[src/shared/sft_pkg.sv]
// sft_pkg: constants and types for the sdlc frame transmitter.
// assumes one system clock; bit times arrive as enable pulses.
`default_nettype none

package sft_pkg;

    // control command codes on the two command bits
    localparam logic [1:0] CMD_NULL         = 2'h0;
    localparam logic [1:0] CMD_RESET_RX_CRC = 2'h1;
    localparam logic [1:0] CMD_RESET_TX_CRC = 2'h2;
    localparam logic [1:0] CMD_RESET_EOM    = 2'h3;

    // character length field codes
    localparam logic [1:0] LEN_FIVE  = 2'h0;
    localparam logic [1:0] LEN_SEVEN = 2'h1;
    localparam logic [1:0] LEN_SIX   = 2'h2;
    localparam logic [1:0] LEN_EIGHT = 2'h3;

    // bits per character for each length code
    localparam logic [3:0] BITS_FIVE  = 4'h5;
    localparam logic [3:0] BITS_SIX   = 4'h6;
    localparam logic [3:0] BITS_SEVEN = 4'h7;
    localparam logic [3:0] BITS_EIGHT = 4'h8;

    // crc polynomials, bit-reversed for lsb-first shifting
    localparam logic [15:0] CRC_CCITT_POLY = 16'h8408;
    localparam logic [15:0] CRC_16_POLY    = 16'ha001;
    localparam logic [15:0] CRC_ONES       = 16'hffff;
    localparam logic [15:0] CRC_ZEROS      = 16'h0000;
    localparam logic [15:0] CRC_RESET      = 16'hffff;

    // shifter lengths and patterns
    localparam logic [4:0] GROUP_BITS  = 5'h08;
    localparam logic [4:0] CRC_BITS    = 5'h10;
    localparam logic [8:0] ONES_GROUP  = 9'h0ff;

    // zero inserter: run length that forces a zero, and its delay
    localparam logic [2:0] STUFF_RUN = 3'h5;
    localparam int         ZI_DELAY  = 5;

    // reset values
    localparam logic       EOM_RESET  = 1'b1;
    localparam logic [4:0] PIPE_RESET = 5'h1f;

    // what the shift register currently holds
    typedef enum logic [2:0] {
        K_MARK  = 3'b000,
        K_FLAG  = 3'b001,
        K_DATA  = 3'b010,
        K_CRC   = 3'b011,
        K_ABORT = 3'b100
    } sft_kind_t;

endpackage : sft_pkg

`default_nettype wire

[src/core/sft_core.sv]
// sft_core: transmit half of one bit-oriented serial channel.
// assumes TX_BIT_EN is a one-cycle pulse per transmit bit time and
// all inputs are synchronous to CLK_SYS.
`timescale 1ns/100ps
`default_nettype none

module sft_core (
    input  wire logic       CLK_SYS,
    input  wire logic       RESET_N,
    input  wire logic       TX_BIT_EN,
    input  wire logic [7:0] FLAG_PATTERN,
    input  wire logic       TX_ENABLE,
    input  wire logic [1:0] CHAR_LEN,
    input  wire logic       PARITY_EN,
    input  wire logic       PARITY_EVEN,
    input  wire logic       POLY_SEL,
    input  wire logic       CRC_PRESET_ONES,
    input  wire logic       CRC_GEN_EN,
    input  wire logic       ABORT_ON_UNDERRUN,
    input  wire logic       MARK_IDLE,
    input  wire logic       RTS_BIT,
    input  wire logic       AUTO_ENABLES,
    input  wire logic       CTS_PIN,
    input  wire logic       CMD_VALID,
    input  wire logic [1:0] CMD_CODE,
    input  wire logic       SEND_ABORT,
    input  wire logic       TX_WRITE,
    input  wire logic [7:0] TX_DATA,
    output logic            TX_BUF_EMPTY,
    output logic            TXD,
    output logic            RTS_N,
    output logic            CTS_STATUS,
    output logic            EOM_LATCH,
    output logic            EOM_SET
);

    // one crc step for one serial bit, lsb first
    function automatic logic [15:0] crc_step(input logic [15:0] c,
                                             input logic        b,
                                             input logic        sel);
        logic [15:0] poly;
        poly = sel ? sft_pkg::CRC_16_POLY : sft_pkg::CRC_CCITT_POLY;
        crc_step = (c[0] ^ b) ? ((c >> 1) ^ poly) : (c >> 1);
    endfunction : crc_step

    // five-bit mode: the first zero from the top marks the data width
    function automatic logic [3:0] marker_len(input logic [7:0] d);
        logic [3:0] n;
        logic       seen;
        n    = sft_pkg::BITS_FIVE;
        seen = 1'b0;
        for (int i = 7; i >= 0; i--) begin
            if (!seen && !d[i]) begin
                seen = 1'b1;
                n    = 4'(i);
            end
        end
        if (n > sft_pkg::BITS_FIVE) begin
            n = sft_pkg::BITS_FIVE;
        end else if (n == 4'h0) begin
            n = 4'h1;
        end
        marker_len = n;
    endfunction : marker_len

    sft_pkg::sft_kind_t kind_reg;
    sft_pkg::sft_kind_t ld_kind;
    logic [8:0]  sr_reg;
    logic [4:0]  idx_reg;
    logic [4:0]  len_reg;
    logic [3:0]  dlen_reg;
    logic        in_frame_reg;
    logic        close_reg;
    logic        abort_pend_reg;
    logic        buf_full_reg;
    logic [7:0]  buf_data_reg;
    logic        eom_reg;
    logic        eom_set_reg;
    logic [15:0] crc_reg;
    logic [15:0] crc_sh_reg;
    logic [4:0]  pipe_reg;
    logic [2:0]  ones_reg;
    logic        rts_n_reg;
    logic        cts_reg;
    logic [8:0]  ld_sr;
    logic [4:0]  ld_len;
    logic [3:0]  ld_dlen;
    logic [3:0]  dlen;
    logic [8:0]  dmask;
    logic        par_bit;
    logic        tx_go;
    logic        stall;
    logic        advance;
    logic        boundary;
    logic        cur_bit;
    logic        stuffable;
    logic        load_data;
    logic        load_eom;
    logic        crc_take;
    logic [15:0] crc_next;

    // auto enables let cts gate the transmitter
    assign tx_go = TX_ENABLE && !(AUTO_ENABLES && CTS_PIN);

    // width sampled from the field as the buffer moves into the shifter
    always_comb begin
        unique case (CHAR_LEN)
            sft_pkg::LEN_FIVE:  dlen = marker_len(buf_data_reg);
            sft_pkg::LEN_SIX:   dlen = sft_pkg::BITS_SIX;
            sft_pkg::LEN_SEVEN: dlen = sft_pkg::BITS_SEVEN;
            sft_pkg::LEN_EIGHT: dlen = sft_pkg::BITS_EIGHT;
        endcase
    end

    // unused upper bits are masked off; parity covers data bits only
    assign dmask   = 9'((9'h001 << dlen) - 9'h001);
    assign par_bit = (^(buf_data_reg & dmask[7:0])) ^ !PARITY_EVEN;

    // what to load at the next character boundary, in priority order
    always_comb begin
        ld_kind   = sft_pkg::K_FLAG;
        ld_sr     = {1'b0, FLAG_PATTERN};
        ld_len    = sft_pkg::GROUP_BITS;
        ld_dlen   = 4'h0;
        load_data = 1'b0;
        load_eom  = 1'b0;
        if (abort_pend_reg) begin
            ld_kind = sft_pkg::K_ABORT;
            ld_sr   = sft_pkg::ONES_GROUP;
        end else if (close_reg) begin
            ld_kind = sft_pkg::K_FLAG;
        end else if (!tx_go) begin
            ld_kind = sft_pkg::K_MARK;
            ld_sr   = sft_pkg::ONES_GROUP;
        end else if (buf_full_reg) begin
            ld_kind   = sft_pkg::K_DATA;
            load_data = 1'b1;
            ld_dlen   = dlen;
            ld_sr     = (9'(buf_data_reg) & dmask)
                      | (PARITY_EN ? (9'(par_bit) << dlen) : 9'h000);
            ld_len    = 5'(dlen) + 5'(PARITY_EN);
        end else if (in_frame_reg && !eom_reg) begin
            load_eom = 1'b1;
            if (ABORT_ON_UNDERRUN) begin
                ld_kind = sft_pkg::K_ABORT;
                ld_sr   = sft_pkg::ONES_GROUP;
            end else begin
                ld_kind = sft_pkg::K_CRC;
                ld_len  = sft_pkg::CRC_BITS;
            end
        end else if (MARK_IDLE && !in_frame_reg) begin
            ld_kind = sft_pkg::K_MARK;
            ld_sr   = sft_pkg::ONES_GROUP;
        end
    end

    // serial bit presented by the shifter
    always_comb begin
        if (kind_reg == sft_pkg::K_CRC) begin
            // a disabled transmitter pads the crc slot from the flag
            cur_bit = tx_go ? crc_sh_reg[0]
                            : FLAG_PATTERN[idx_reg[2:0]];
        end else begin
            cur_bit = sr_reg[0];
        end
    end

    assign stuffable = (kind_reg == sft_pkg::K_DATA)
                    || (kind_reg == sft_pkg::K_CRC);
    assign stall    = (ones_reg == sft_pkg::STUFF_RUN);
    assign advance  = TX_BIT_EN && !stall;
    // abort cuts the current character short; disable does not
    assign boundary = (idx_reg == len_reg - 5'h01)
                   || (abort_pend_reg && kind_reg != sft_pkg::K_ABORT);

    // shift register and frame bookkeeping
    always_ff @(posedge CLK_SYS or negedge RESET_N) begin
        if (!RESET_N) begin
            kind_reg     <= sft_pkg::K_MARK;
            sr_reg       <= sft_pkg::ONES_GROUP;
            idx_reg      <= 5'h00;
            len_reg      <= sft_pkg::GROUP_BITS;
            dlen_reg     <= 4'h0;
            in_frame_reg <= 1'b0;
            close_reg    <= 1'b0;
        end else if (advance) begin
            if (boundary) begin
                kind_reg     <= ld_kind;
                sr_reg       <= ld_sr;
                idx_reg      <= 5'h00;
                len_reg      <= ld_len;
                dlen_reg     <= ld_dlen;
                in_frame_reg <= load_data;
                close_reg    <= load_eom;
            end else begin
                sr_reg  <= sr_reg >> 1;
                idx_reg <= idx_reg + 5'h01;
            end
        end
    end

    // crc step for the data bit leaving the shifter this bit time
    assign crc_take = advance && kind_reg == sft_pkg::K_DATA && CRC_GEN_EN
                   && idx_reg < 5'(dlen_reg);
    assign crc_next = crc_take ? crc_step(crc_reg, cur_bit, POLY_SEL)
                               : crc_reg;

    // crc generator: reset loads all ones, then preset only on command; runs over data bits
    always_ff @(posedge CLK_SYS or negedge RESET_N) begin
        if (!RESET_N) begin
            crc_reg    <= sft_pkg::CRC_RESET;
            crc_sh_reg <= sft_pkg::CRC_ZEROS;
        end else begin
            if (CMD_VALID && CMD_CODE == sft_pkg::CMD_RESET_TX_CRC) begin
                crc_reg <= CRC_PRESET_ONES ? sft_pkg::CRC_ONES
                                           : sft_pkg::CRC_ZEROS;
            end else if (crc_take) begin
                crc_reg <= crc_next;
            end
            // the far end expects the remainder inverted; the last data
            // bit is folded in on the same edge, so the updated value goes
            if (advance && boundary && ld_kind == sft_pkg::K_CRC) begin
                crc_sh_reg <= ~crc_next;
            end else if (advance && kind_reg == sft_pkg::K_CRC) begin
                crc_sh_reg <= crc_sh_reg >> 1;
            end
        end
    end

    // one-entry transmit buffer; a new write beats the load
    always_ff @(posedge CLK_SYS or negedge RESET_N) begin
        if (!RESET_N) begin
            buf_full_reg <= 1'b0;
            buf_data_reg <= 8'h00;
        end else begin
            if (TX_WRITE) begin
                buf_full_reg <= 1'b1;
                buf_data_reg <= TX_DATA;
            end else if (SEND_ABORT) begin
                buf_full_reg <= 1'b0;
            end else if (advance && boundary && load_data) begin
                buf_full_reg <= 1'b0;
            end
        end
    end

    // abort request waits for the next bit time
    always_ff @(posedge CLK_SYS or negedge RESET_N) begin
        if (!RESET_N) begin
            abort_pend_reg <= 1'b0;
        end else if (SEND_ABORT) begin
            abort_pend_reg <= 1'b1;
        end else if (advance && boundary) begin
            abort_pend_reg <= 1'b0;
        end
    end

    // end-of-message latch: hardware set beats the reset command
    always_ff @(posedge CLK_SYS or negedge RESET_N) begin
        if (!RESET_N) begin
            eom_reg     <= sft_pkg::EOM_RESET;
            eom_set_reg <= 1'b0;
        end else begin
            eom_set_reg <= 1'b0;
            if (advance && boundary && load_eom) begin
                eom_reg     <= 1'b1;
                eom_set_reg <= !eom_reg;
            end else if (CMD_VALID && CMD_CODE == sft_pkg::CMD_RESET_EOM) begin
                eom_reg <= 1'b0;
            end
        end
    end

    // zero inserter: five-stage delay line, zero after five data or crc ones
    always_ff @(posedge CLK_SYS or negedge RESET_N) begin
        if (!RESET_N) begin
            pipe_reg <= sft_pkg::PIPE_RESET;
            ones_reg <= 3'h0;
        end else if (TX_BIT_EN) begin
            pipe_reg <= {pipe_reg[3:0], stall ? 1'b0 : cur_bit};
            if (stall || !stuffable || !cur_bit) begin
                ones_reg <= 3'h0;
            end else begin
                ones_reg <= ones_reg + 3'h1;
            end
        end
    end

    // modem lines, registered so the pins are glitch free
    always_ff @(posedge CLK_SYS or negedge RESET_N) begin
        if (!RESET_N) begin
            rts_n_reg <= 1'b1;
            cts_reg   <= 1'b0;
        end else begin
            rts_n_reg <= !RTS_BIT;
            cts_reg   <= CTS_PIN;
        end
    end

    assign TXD          = pipe_reg[sft_pkg::ZI_DELAY - 1];
    assign RTS_N        = rts_n_reg;
    assign CTS_STATUS   = cts_reg;
    assign EOM_LATCH    = eom_reg;
    assign EOM_SET      = eom_set_reg;
    assign TX_BUF_EMPTY = !buf_full_reg;

endmodule : sft_core

`default_nettype wire

[config.mk]
export PLATFORM = sky130hd
export DESIGN_NAME = sft_core
export DESIGN_NICKNAME = d
export VERILOG_FILES = /design/src/shared/sft_pkg.sv /design/src/core/sft_core.sv
export SDC_FILE = /design/constraint.sdc
export NUM_CORES = 1
export LEC_CHECK = 0
export ABC_AREA = 1
export BUFFER_PORTS_ARGS = -buffer_cell sky130_fd_sc_hd__buf_2
export CORE_MARGIN = 8
export CORE_UTILIZATION = 65
export DETAILED_ROUTE_END_ITERATION = 12
export GPL_ROUTABILITY_DRIVEN = 1
export PLACE_DENSITY_LB_ADDON = 0.3
export SYNTH_ARGS = -nofsm -noshare
export SYNTH_HDL_FRONTEND = slang
export SYNTH_SLANG_ARGS = --single-unit
[constraint.sdc]
create_clock -name CLK_SYS -period 6.2 [get_ports CLK_SYS]
set_input_delay 1.24 -clock CLK_SYS [delete_from_list [all_inputs] [get_ports CLK_SYS]]
set_output_delay 1.24 -clock CLK_SYS [all_outputs]
set_load 0.01 [all_outputs]
== Word level (Yosys, flattened, before mapping) ==
Cells that the tools add are included.

* $add $sub $neg: 5
* $lt $le $gt $ge: 3
* Equality and inequality tests: 11
* Shift operators: 2
* Muxes and demuxes: 84
* Bitwise gates (word level): 7
* Reduce and logical (&&, ||, !) cells: 59

{| class="wikitable"
|+ Operator list
! cell !! number
|-
| 16-bit two-way mux || 7
|-
| 9-bit two-way mux || 7
|-
| 4-bit two-way mux || 12
|-
| 1-bit two-way mux || 36
|-
| 5-bit two-way mux || 7
|-
| 1-bit logical AND || 23
|-
| 1-bit zero test || 23
|-
| 3-bit two-way mux || 7
|-
| 8-bit two-way mux || 2
|-
| 16-bit NOT || 1
|-
| 4-bit one-hot mux with 4 select lines || 1
|-
| 15-bit by 16-bit XOR with 16-bit output || 1
|-
| 14-bit two-way mux || 1
|-
| 8-bit by 9-bit AND with 9-bit output || 1
|-
| 3-bit by 2-bit == test with 1-bit output (second input constant) || 3
|-
| 9-bit OR || 1
|-
| 1-bit by 4-bit left shift with 9-bit output || 1
|-
| 1-bit by 4-bit left shift with 9-bit output (first input constant) || 1
|-
| 9-bit by 1-bit subtractor with 9-bit output (second input constant) || 1
|-
| 8-bit AND || 1
|-
| 2-bit == test (second input constant) || 4
|-
| 2-bit nonzero test || 4
|-
| 8-bit parity || 1
|-
| 2-bit two-way mux || 3
|-
| 18 further kinds || 22
|}

* Bits in registers: 82
* Bits of input ports: 37
* Output and inout port bits: 6
* Word-level logic and storage cells: 189

== Logic depth before layout (Yosys ltp) ==
Gate-level depths: netlist of run 1.

* Depth after elaboration: 47
* Mapped depth: 29
* Mapped depth without buffers: 29

== Worst setup path before layout of run 1 ==
Ideal clock, no wire load.

* Kind: in2reg
* Start: input CHAR_LEN[0]
* End: register sr_reg[6]
* Arrival: 3518 ps
* Data required time: 6139 ps
* Slack: 2621 ps
* Stages: 25
* Buffers on the path: 0
* Cell sequence: inv_1 ha_1 or2_2 nand2_4 inv_1 nand4_1 ha_1 inv_1 nand2_1 xor2_1 inv_1 nand2_1 nand2_1 nand3_1 nand2_4 nor2_4 inv_2 nand2_4 nor2_4 nand2_1 nand2_1 nand2_1 nand2_1 nand2_1 nand2_1

* Cells in the longest elaborated chain, start to end: 15
* Elaborated cells between the ends (all ways): 19
* Those cells by class: 1 x add/sub; 3 x eq/ne; 2 x shift; 7 x mux; 4 x bitwise; 2 x reduce/logical

{| class="wikitable"
|+ Ends and longest elaborated chain
! item !! RTL line !! source
|-
| from (decl) || sft_core.sv:13 || <nowiki>input wire logic [1:0] CHAR_LEN,</nowiki>
|-
| 2-bit == test (tied with other cells) || sft_core.sv:107 || <nowiki>unique case (CHAR_LEN)</nowiki>
|-
| 4-bit one-hot mux with 4 select lines (*) || sft_core.sv:107 ||
|-
| 1-bit by 4-bit left shift with 9-bit output || sft_core.sv:116 || <nowiki>assign dmask = 9'((9'h001 << dlen) - 9'h001);</nowiki>
|-
| 9-bit by 1-bit subtractor with 9-bit output || sft_core.sv:116 ||
|-
| 8-bit AND || sft_core.sv:117 || <nowiki>assign par_bit = (^(buf_data_reg & dmask[7:0])) ^ !PARITY_EVEN;</nowiki>
|-
| 8-bit parity || sft_core.sv:117 ||
|-
| 1-bit XOR || sft_core.sv:117 ||
|-
| 1-bit by 4-bit left shift with 9-bit output || sft_core.sv:140 || <nowiki>| (PARITY_EN ? (9'(par_bit) << dlen) : 9'h000);</nowiki>
|-
| 9-bit two-way mux || sft_core.sv:140 ||
|-
| 9-bit OR (*) || sft_core.sv:140 ||
|-
| 9-bit two-way mux (*) || sft_core.sv:135 || <nowiki>end else if (buf_full_reg) begin</nowiki>
|-
| 9-bit two-way mux (*) || sft_core.sv:132 || <nowiki>end else if (!tx_go) begin</nowiki>
|-
| 9-bit two-way mux (*) || sft_core.sv:130 || <nowiki>end else if (close_reg) begin</nowiki>
|-
| 9-bit two-way mux (*) || sft_core.sv:127 || <nowiki>if (abort_pend_reg) begin</nowiki>
|-
| 9-bit two-way mux (*) || sft_core.sv:187 || <nowiki>if (boundary) begin</nowiki>
|-
| to (signal assigned) || sft_core.sv:180 || <nowiki>sr_reg <= sft_pkg::ONES_GROUP;</nowiki>
|-
| to (signal assigned) || sft_core.sv:189 || <nowiki>sr_reg <= ld_sr;</nowiki>
|-
| to (signal assigned) || sft_core.sv:196 || <nowiki>sr_reg <= sr_reg >> 1;</nowiki>
|-
| to (decl) || sft_core.sv:68 || <nowiki>logic [8:0] sr_reg;</nowiki>
|}

Mark *: on every way between the ends. The rest lies on a longest branch, timed or not.
A chain may end at the register's enable or synchronous reset.

== Final worst setup path of run 1 ==
* Start: input CHAR_LEN[1]
* End: register sr_reg[0]

The elaborated chain is that of the path after synthesis.

==> summary.md, run 1 <==
| Metric | Value |
|---|---|
| Initial antenna violation count | 0 |
| Gate power share | 30.3% |
| CTS Buffer Depth | 2 |
| Max-Cap Viols | 0 |
| Port bufs | 42 |
| Final Setup Violations | 0 |
| 1st-pass router iterations | 4 |
| Clock transition at the registers of the reported paths | 0.09 ns |
| Fmax | 0.2659 GHz |
| CP peak stage delay | 0.30 ns |
| Worst-skew pair later-pin latency | 0.35 ns |
| Largest net degree at the start of global routing | 83 |
| Gp weighted congestion | 0.9385 |
| Area growth from synthesis to layout | 8.911% |
| Ports | 43 |
| Asr flop ratio synth | 100.0% |
| Worst-case hold slack | 0.4699 ns |
| Clk root buf | clkbuf_8 |
| CP startpoint | CHAR_LEN[1] |
| Part of the cycle the worst path needs | 60.66% |
| WL/cell | 14.48 microns |
| Initial core utilization | 67.17% |
| Pwr Total | 1.569 mW |
| GRT Overall Usage | 22.51% |
| Class of the worst hold path | flip-flop to flip-flop |
| Post-synth top area share | 25.68% |
| Internal power | 0.9856 mW |
| Final non-filler cell total | 771 |
| Worst EP arrival | 4.05 ns |
| Final Routed Wirelength | 11160 microns |
| Dpl ws | 2.105 ns |
| Worst-Margin Slew | 1.004 ns |
| Synth warn | 0 |
| Utilization after layout | 73.16% |
| DR vias | 4229 |
| Vias in the first global route | 4113 |
| Sequential area share after synthesis | 42.94% |
| Worst setup margin | 2.439 ns |
| Leading area contributor after synthesis | dfrtp_1 |
| Sequential share of power | 46.7% |
| Final hold vios | 0 |
| Crit Path Category | input port to flip-flop |
| First-pass GRT wire length | 18900 microns |
| Clock power share | 22.9% |
| Commonest non-fill, non-tap cells in the layout | 177 x nand2_1, 90 x inv_1, 50 x dfrtp_1, 50 x o21ai_0, 41 x buf_2 |
| Final nets | 720 |
| PD cells | 295.6 nW/um^2 |
| Distinct cell type count after synthesis | 42 |
| Post-CTS Setup Bufs | 0 |
| Htree depth | 3 |
| Post-DP Area | 5126 sq um |
| Leak | 2.733 nW |
| Final Max Slew Viols | 0 |
| Post-CTS Hold Fix Bufs | 0 |
| Max transition margin | 33.04% |
| Setup TNS | 0 ns |
| CP Capture Type | flip-flop |
| Total die area | 10520 sq um |
| Synthesized instance count | 628 |
| Design area | 5306 sq um |
| Global route overflow | 0 |
| Die width | 102.6 microns |
| # diodes | 0 |
| FF+latch count, synth | 82 |
| Sw frac | 37.17% |
| Synth area leaders | dfrtp_1 26%, dfstp_2 17%, nand2_1 14% |
| Die height | 102.6 microns |
| Clock skew | 0.01070 ns |
| Final critical-path required period | 3.761 ns |
| CP max-delay cell | ha_1 |
| TritonCTS buffer count | 9 |
| Commonest non-fill, non-tap cell in the layout | nand2_1 |
| Vias/cell | 5.485 |
| Mapped Area | 4872 sq um |
| Post-Place Cells | 755 |
| CTS tree | done |
| Cell mode on critical path | nand2_1 |
| CP Max Fanout | 7 |
| Number of routed nets with antenna violations | 0 |
| Status | completed |
| Top FF cell, synth | dfrtp_1 |
| Initial DRC Count | 286 |
| CORE AREA | 7253 sq um |
| Post-detail-place hpwl | 8287 microns |
| Post_cts resized | 0 |
| Required time worst endpoint | 6.49 ns |
| Min-delay src | sr_reg[6] |
| Unrepaired setup endpoints after global routing | no |
| Psw | 0.5832 mW |
| Worst VDD drop | 0.1631 mV |
| Synth Net Count | 681 |
| Fraction of layout instances using a drive strength above 1 | 17.71% |
| FP Rows | 31 |
| TritonCTS Sinks | 82 |
| Crit start category | input port |
| Reg-to-reg critical path startpoint | buf_data_reg[7] |
| Post-synth EDFFs | 0 |
| Syn avg cell area | 7.758 sq um |
| Post-route DRC | 0 |
[power by group through the flow]
stage / Clock, mW / Sequential (mW) / Combinational (mW)
global placement: 0 / 0.736 / 0.452
global route: 0.388 / 0.745 / 0.540
finish: 0.360 / 0.733 / 0.476
CTS: 0.367 / 0.732 / 0.474
detailed placement: 0 / 0.741 / 0.471
floorplan: 0 / 0.713 / 0.367
[metal layers]
metal,routed length (microns),share of wire [%],up-vias,global-route usage [%]
met5,0,0,-,0
met4,187,1.7,0,7.449
met3,686,6.1,21,3.849
met2,5268,47,139,36.31
met1,5022,45,1970,30.03
li1,-,-,2099,-
[worst max-delay path, delay by kind of cell]
| family | cells | cell delay, ns |
|---|---|---|
| xor gates and xnor gates | 1 | 0.19 |
| adders and majority gates | 2 | 0.59 |
| and+or+nand+nor | 16 | 1.47 |
| buffers and inverters | 7 | 0.57 |
[cell type report]
cell class	count	area (sq um)
clock inverters	7	56.30
repair buffers	45	235.2
flip-flops and latches	82	2092
well taps	99	123.9
clock buffers	9	123.9
multi-input cells	438	2333
inverters	91	341.6
fillers	581	1947
[path summary, 6_finish.rpt]
kind	to	slack [ns]	cells after the start
worst min register to register	sr_reg[6]	0.47	2
worst max register to register	sr_reg[0]	3.16	25
worst max-delay path	sr_reg[0]	2.44	26
max in group asynchronous	dlen_reg[0]	4.49	1
worst min-delay path	sr_reg[6]	0.47	2
min in group asynchronous	idx_reg[1]	1.05	1
[synth_stat cells, types with 2 or more instances]
cell type  instances
nand2_1          177
nor2_2             2
or2_2              4
nand2_2            8
nor2_4             4
xnor2_1            4
inv_1             90
ha_1              16
nor3_1             2
nand4_1            7
nor3b_1            2
o21ai_1            2
o31ai_1            2
o21ai_0           50
a21oi_1           30
dfstp_2           32
xor2_1            13
clkbuf_1           6
mux2i_1            8
o22ai_1            6
o211ai_1          13
nor2_1            33
clkbuf_8           2
nand3_1           39
dfrtp_1           50
nand2_4            3
buf_2              7
o21bai_1           2
[logic make-up (layout without fill, tap and decap cells)]
group           Yosys count  in the layout  share of synthesized area (%)
mux                       9              9                          1.875
flops                    82             82                          42.94
xor+xnor                 17             17                          3.056
simple gates            285            285                          25.63
buf+inv                 108            152                          9.168
compound gates          111            111                          13.23
fa+ha+maj                16             16                          4.109
(Power assumes the default switching activity.)
==> run 2, diff against run 1 <==
Settings changed: CORE_UTILIZATION 65 to 60.
Clock period 6.2 ns to 3.7 ns, I/O delays scaled along.
==> run 2 against run 1 <==
Non-clock buffer count rose by 3. Die area rose by 7.0%. Critical path depth did not move. Clock skew rose by 0.0054 ns. Critical endpoint unchanged. Largest power group unchanged.
==> summary.md, run 2 (synthesized netlist as in run 1, its figures left out) <==
| Metric | Value |
|---|---|
| Total die area | 11260 sq um |
| CP Capture Type | flip-flop |
| Final Setup Violations | 0 |
| Reg2reg end | sr_reg[0] |
| Crit start category | input port |
| Final Routed Wirelength | 11430 microns |
| Vias in the first global route | 4225 |
| Critical path depth | 26 |
| Setup TNS | 0 ns |
| Post-CTS Setup Bufs | 0 |
| Largest net degree at the start of global routing | 83 |
| Post-route DRC | 0 |
| Worst Setup EP | sr_reg[0] |
| Initial antenna violation count | 0 |
| Area occupied by multi-input gates | 2333 sq um |
| CORE AREA | 8051 sq um |
| Final hold vios | 0 |
| Max-Cap Viols | 0 |
| CP max-delay cell | ha_1 |
| FF/Latch Area | 2092 sq um |
| Reg-to-reg critical path startpoint | buf_data_reg[4] |
| Die width | 106.1 microns |
| Commonest non-fill, non-tap cells in the layout | 177 x nand2_1, 90 x inv_1, 50 x dfrtp_1, 50 x o21ai_0, 41 x buf_2 |
| Max transition margin | 31.85% |
| PD cells | 502.7 nW/um^2 |
| CTS tree | done |
| Crit Path Category | input port to flip-flop |
| Commonest non-fill, non-tap cell in the layout | nand2_1 |
| # fillers | 717 |
| Post_cts resized | 0 |
| Initial core utilization | 60.51% |
| Final nets | 723 |
| Final Max Slew Viols | 0 |
| Worst-Margin Slew | 1.022 ns |
| Worst-case hold slack | 0.4750 ns |
| 1st-pass router iterations | 6 |
| Design area | 5363 sq um |
| DR vias | 4223 |
| Global route overflow | 0 |
| Area growth from synthesis to layout | 10.07% |
| Port bufs | 42 |
| Worst Path Buf+Inv | 7 |
| Final critical-path required period | 3.265 ns |
| Class of the worst hold path | flip-flop to flip-flop |
| Status | completed |
| First-pass GRT wire length | 19690 microns |
| Clock skew | 0.01608 ns |
| Cell mode on critical path | nand2_1 |
| CP startpoint | CHAR_LEN[0] |
| Die height | 106.1 microns |
| TritonCTS Sinks | 82 |
| Leak | 2.753 nW |
| Htree depth | 3 |
| Number of routed nets with antenna violations | 0 |
| Initial DRC Count | 243 |
| Vias/cell | 5.414 |
| Worst-skew pair later-pin latency | 0.36 ns |
| Fmax | 0.3062 GHz |
| Post-DP Area | 5156 sq um |
| FF-to-FF path depth | 25 |
| Post-CTS Hold Fix Bufs | 0 |
| # diodes | 0 |
| CP peak stage delay | 0.32 ns |
| Worst VDD drop | 0.2606 mV |
| Flop-to-flop setup slack | 0.66 ns |
| Gp weighted congestion | 0.9365 |
| Post-Place Cells | 764 |
| Unrepaired setup endpoints after global routing | no |
| Required time worst endpoint | 4.00 ns |
| Worst EP arrival | 3.57 ns |
| Ports | 43 |
| WL/cell | 14.65 microns |
| Post-detail-place hpwl | 8568 microns |
| Dpl ws | 0.09916 ns |
| Part of the cycle the worst path needs | 88.25% |
| Clk root buf | clkbuf_8 |
| CP Max Fanout | 7 |
| FP Rows | 33 |
| Fraction of layout instances using a drive strength above 1 | 18.07% |
| GRT Overall Usage | 21.24% |
| Clock transition at the registers of the reported paths | 0.10 ns |
| Worst setup margin | 0.4347 ns |
| TritonCTS buffer count | 9 |
| CTS Buffer Depth | 2 |
| Cell family with most CP delay | simple AND/OR/NAND/NOR gates |
| Final non-filler cell total | 780 |
==> run 2: cell types whose count changed in the layout (fill, tap and decap cells not counted) <==
cell        change
inv_4           -1
clkinv_4        +1
clkbuf_16       +1
clkinv_2        -1
clkbuf_8        +1
buf_4           +3
inv_6           -2
clkinvlp_4      +1
==> run 2: worst min-delay path by stage <==
stage | cells after the start | slack (ns) | startpoint | end
2_1_floorplan | 0 | 0.44 | RESET_N | CTS_STATUS
3_3_place_gp | 2 | 0.46 | sr_reg[7] | sr_reg[7]
3_5_place_dp | 2 | 0.46 | sr_reg[5] | sr_reg[5]
4_1_cts | 2 | 0.47 | sr_reg[2] | sr_reg[2]
5_1_grt | 2 | 0.48 | RTS_BIT | RTS_N
6_report | 2 | 0.48 | sr_reg[4] | sr_reg[4]
==> run 2: report_power, final <==
group	total, mW	internal (mW)	switching, mW
clock network	0.661	0.311	0.349
logic	0.807	0.295	0.512
registers	1.23	1.10	0.124
total	2.70	1.71	0.985
==> run 2: metrics by stage <==
step / power [mW] / utilization (%)
after CTS: 2.702 / 66.60
after floorplan: 1.810 / -
after global routing: 2.871 / 66.60
after detailed placement: 2.036 / 64.04
final: 2.696 / 66.60
after global placement: 1.999 / 64.04
==> run 2: tightest hold or removal path: stages, from the launching register on <==
cell,delay [ns]
dfstp_2,0.38
nand2_1,0.05
nand2_1,0.05
==> run 2: routing by layer <==
| layer | vias to the layer above | GRT usage [%] | share of wire, % |
|---|---|---|---|
| met5 | - | 0 | 0 |
| met4 | 0 | 6.734 | 1.2 |
| met3 | 14 | 3.448 | 5.6 |
| met2 | 133 | 34.36 | 48 |
| met1 | 1979 | 28.53 | 45 |
| li1 | 2097 | - | - |
==> run 2: layout make-up <==
| cell class | count | share of cell area, % |
|---|---|---|
| clock buffer | 11 | 3.033 |
| clock inverter | 5 | 0.8166 |
| inverter | 91 | 6.370 |
| multi-input combinational | 438 | 43.51 |
| sequential | 82 | 39.01 |
| tap | 105 | 2.450 |
| timing repair buffer | 48 | 4.806 |
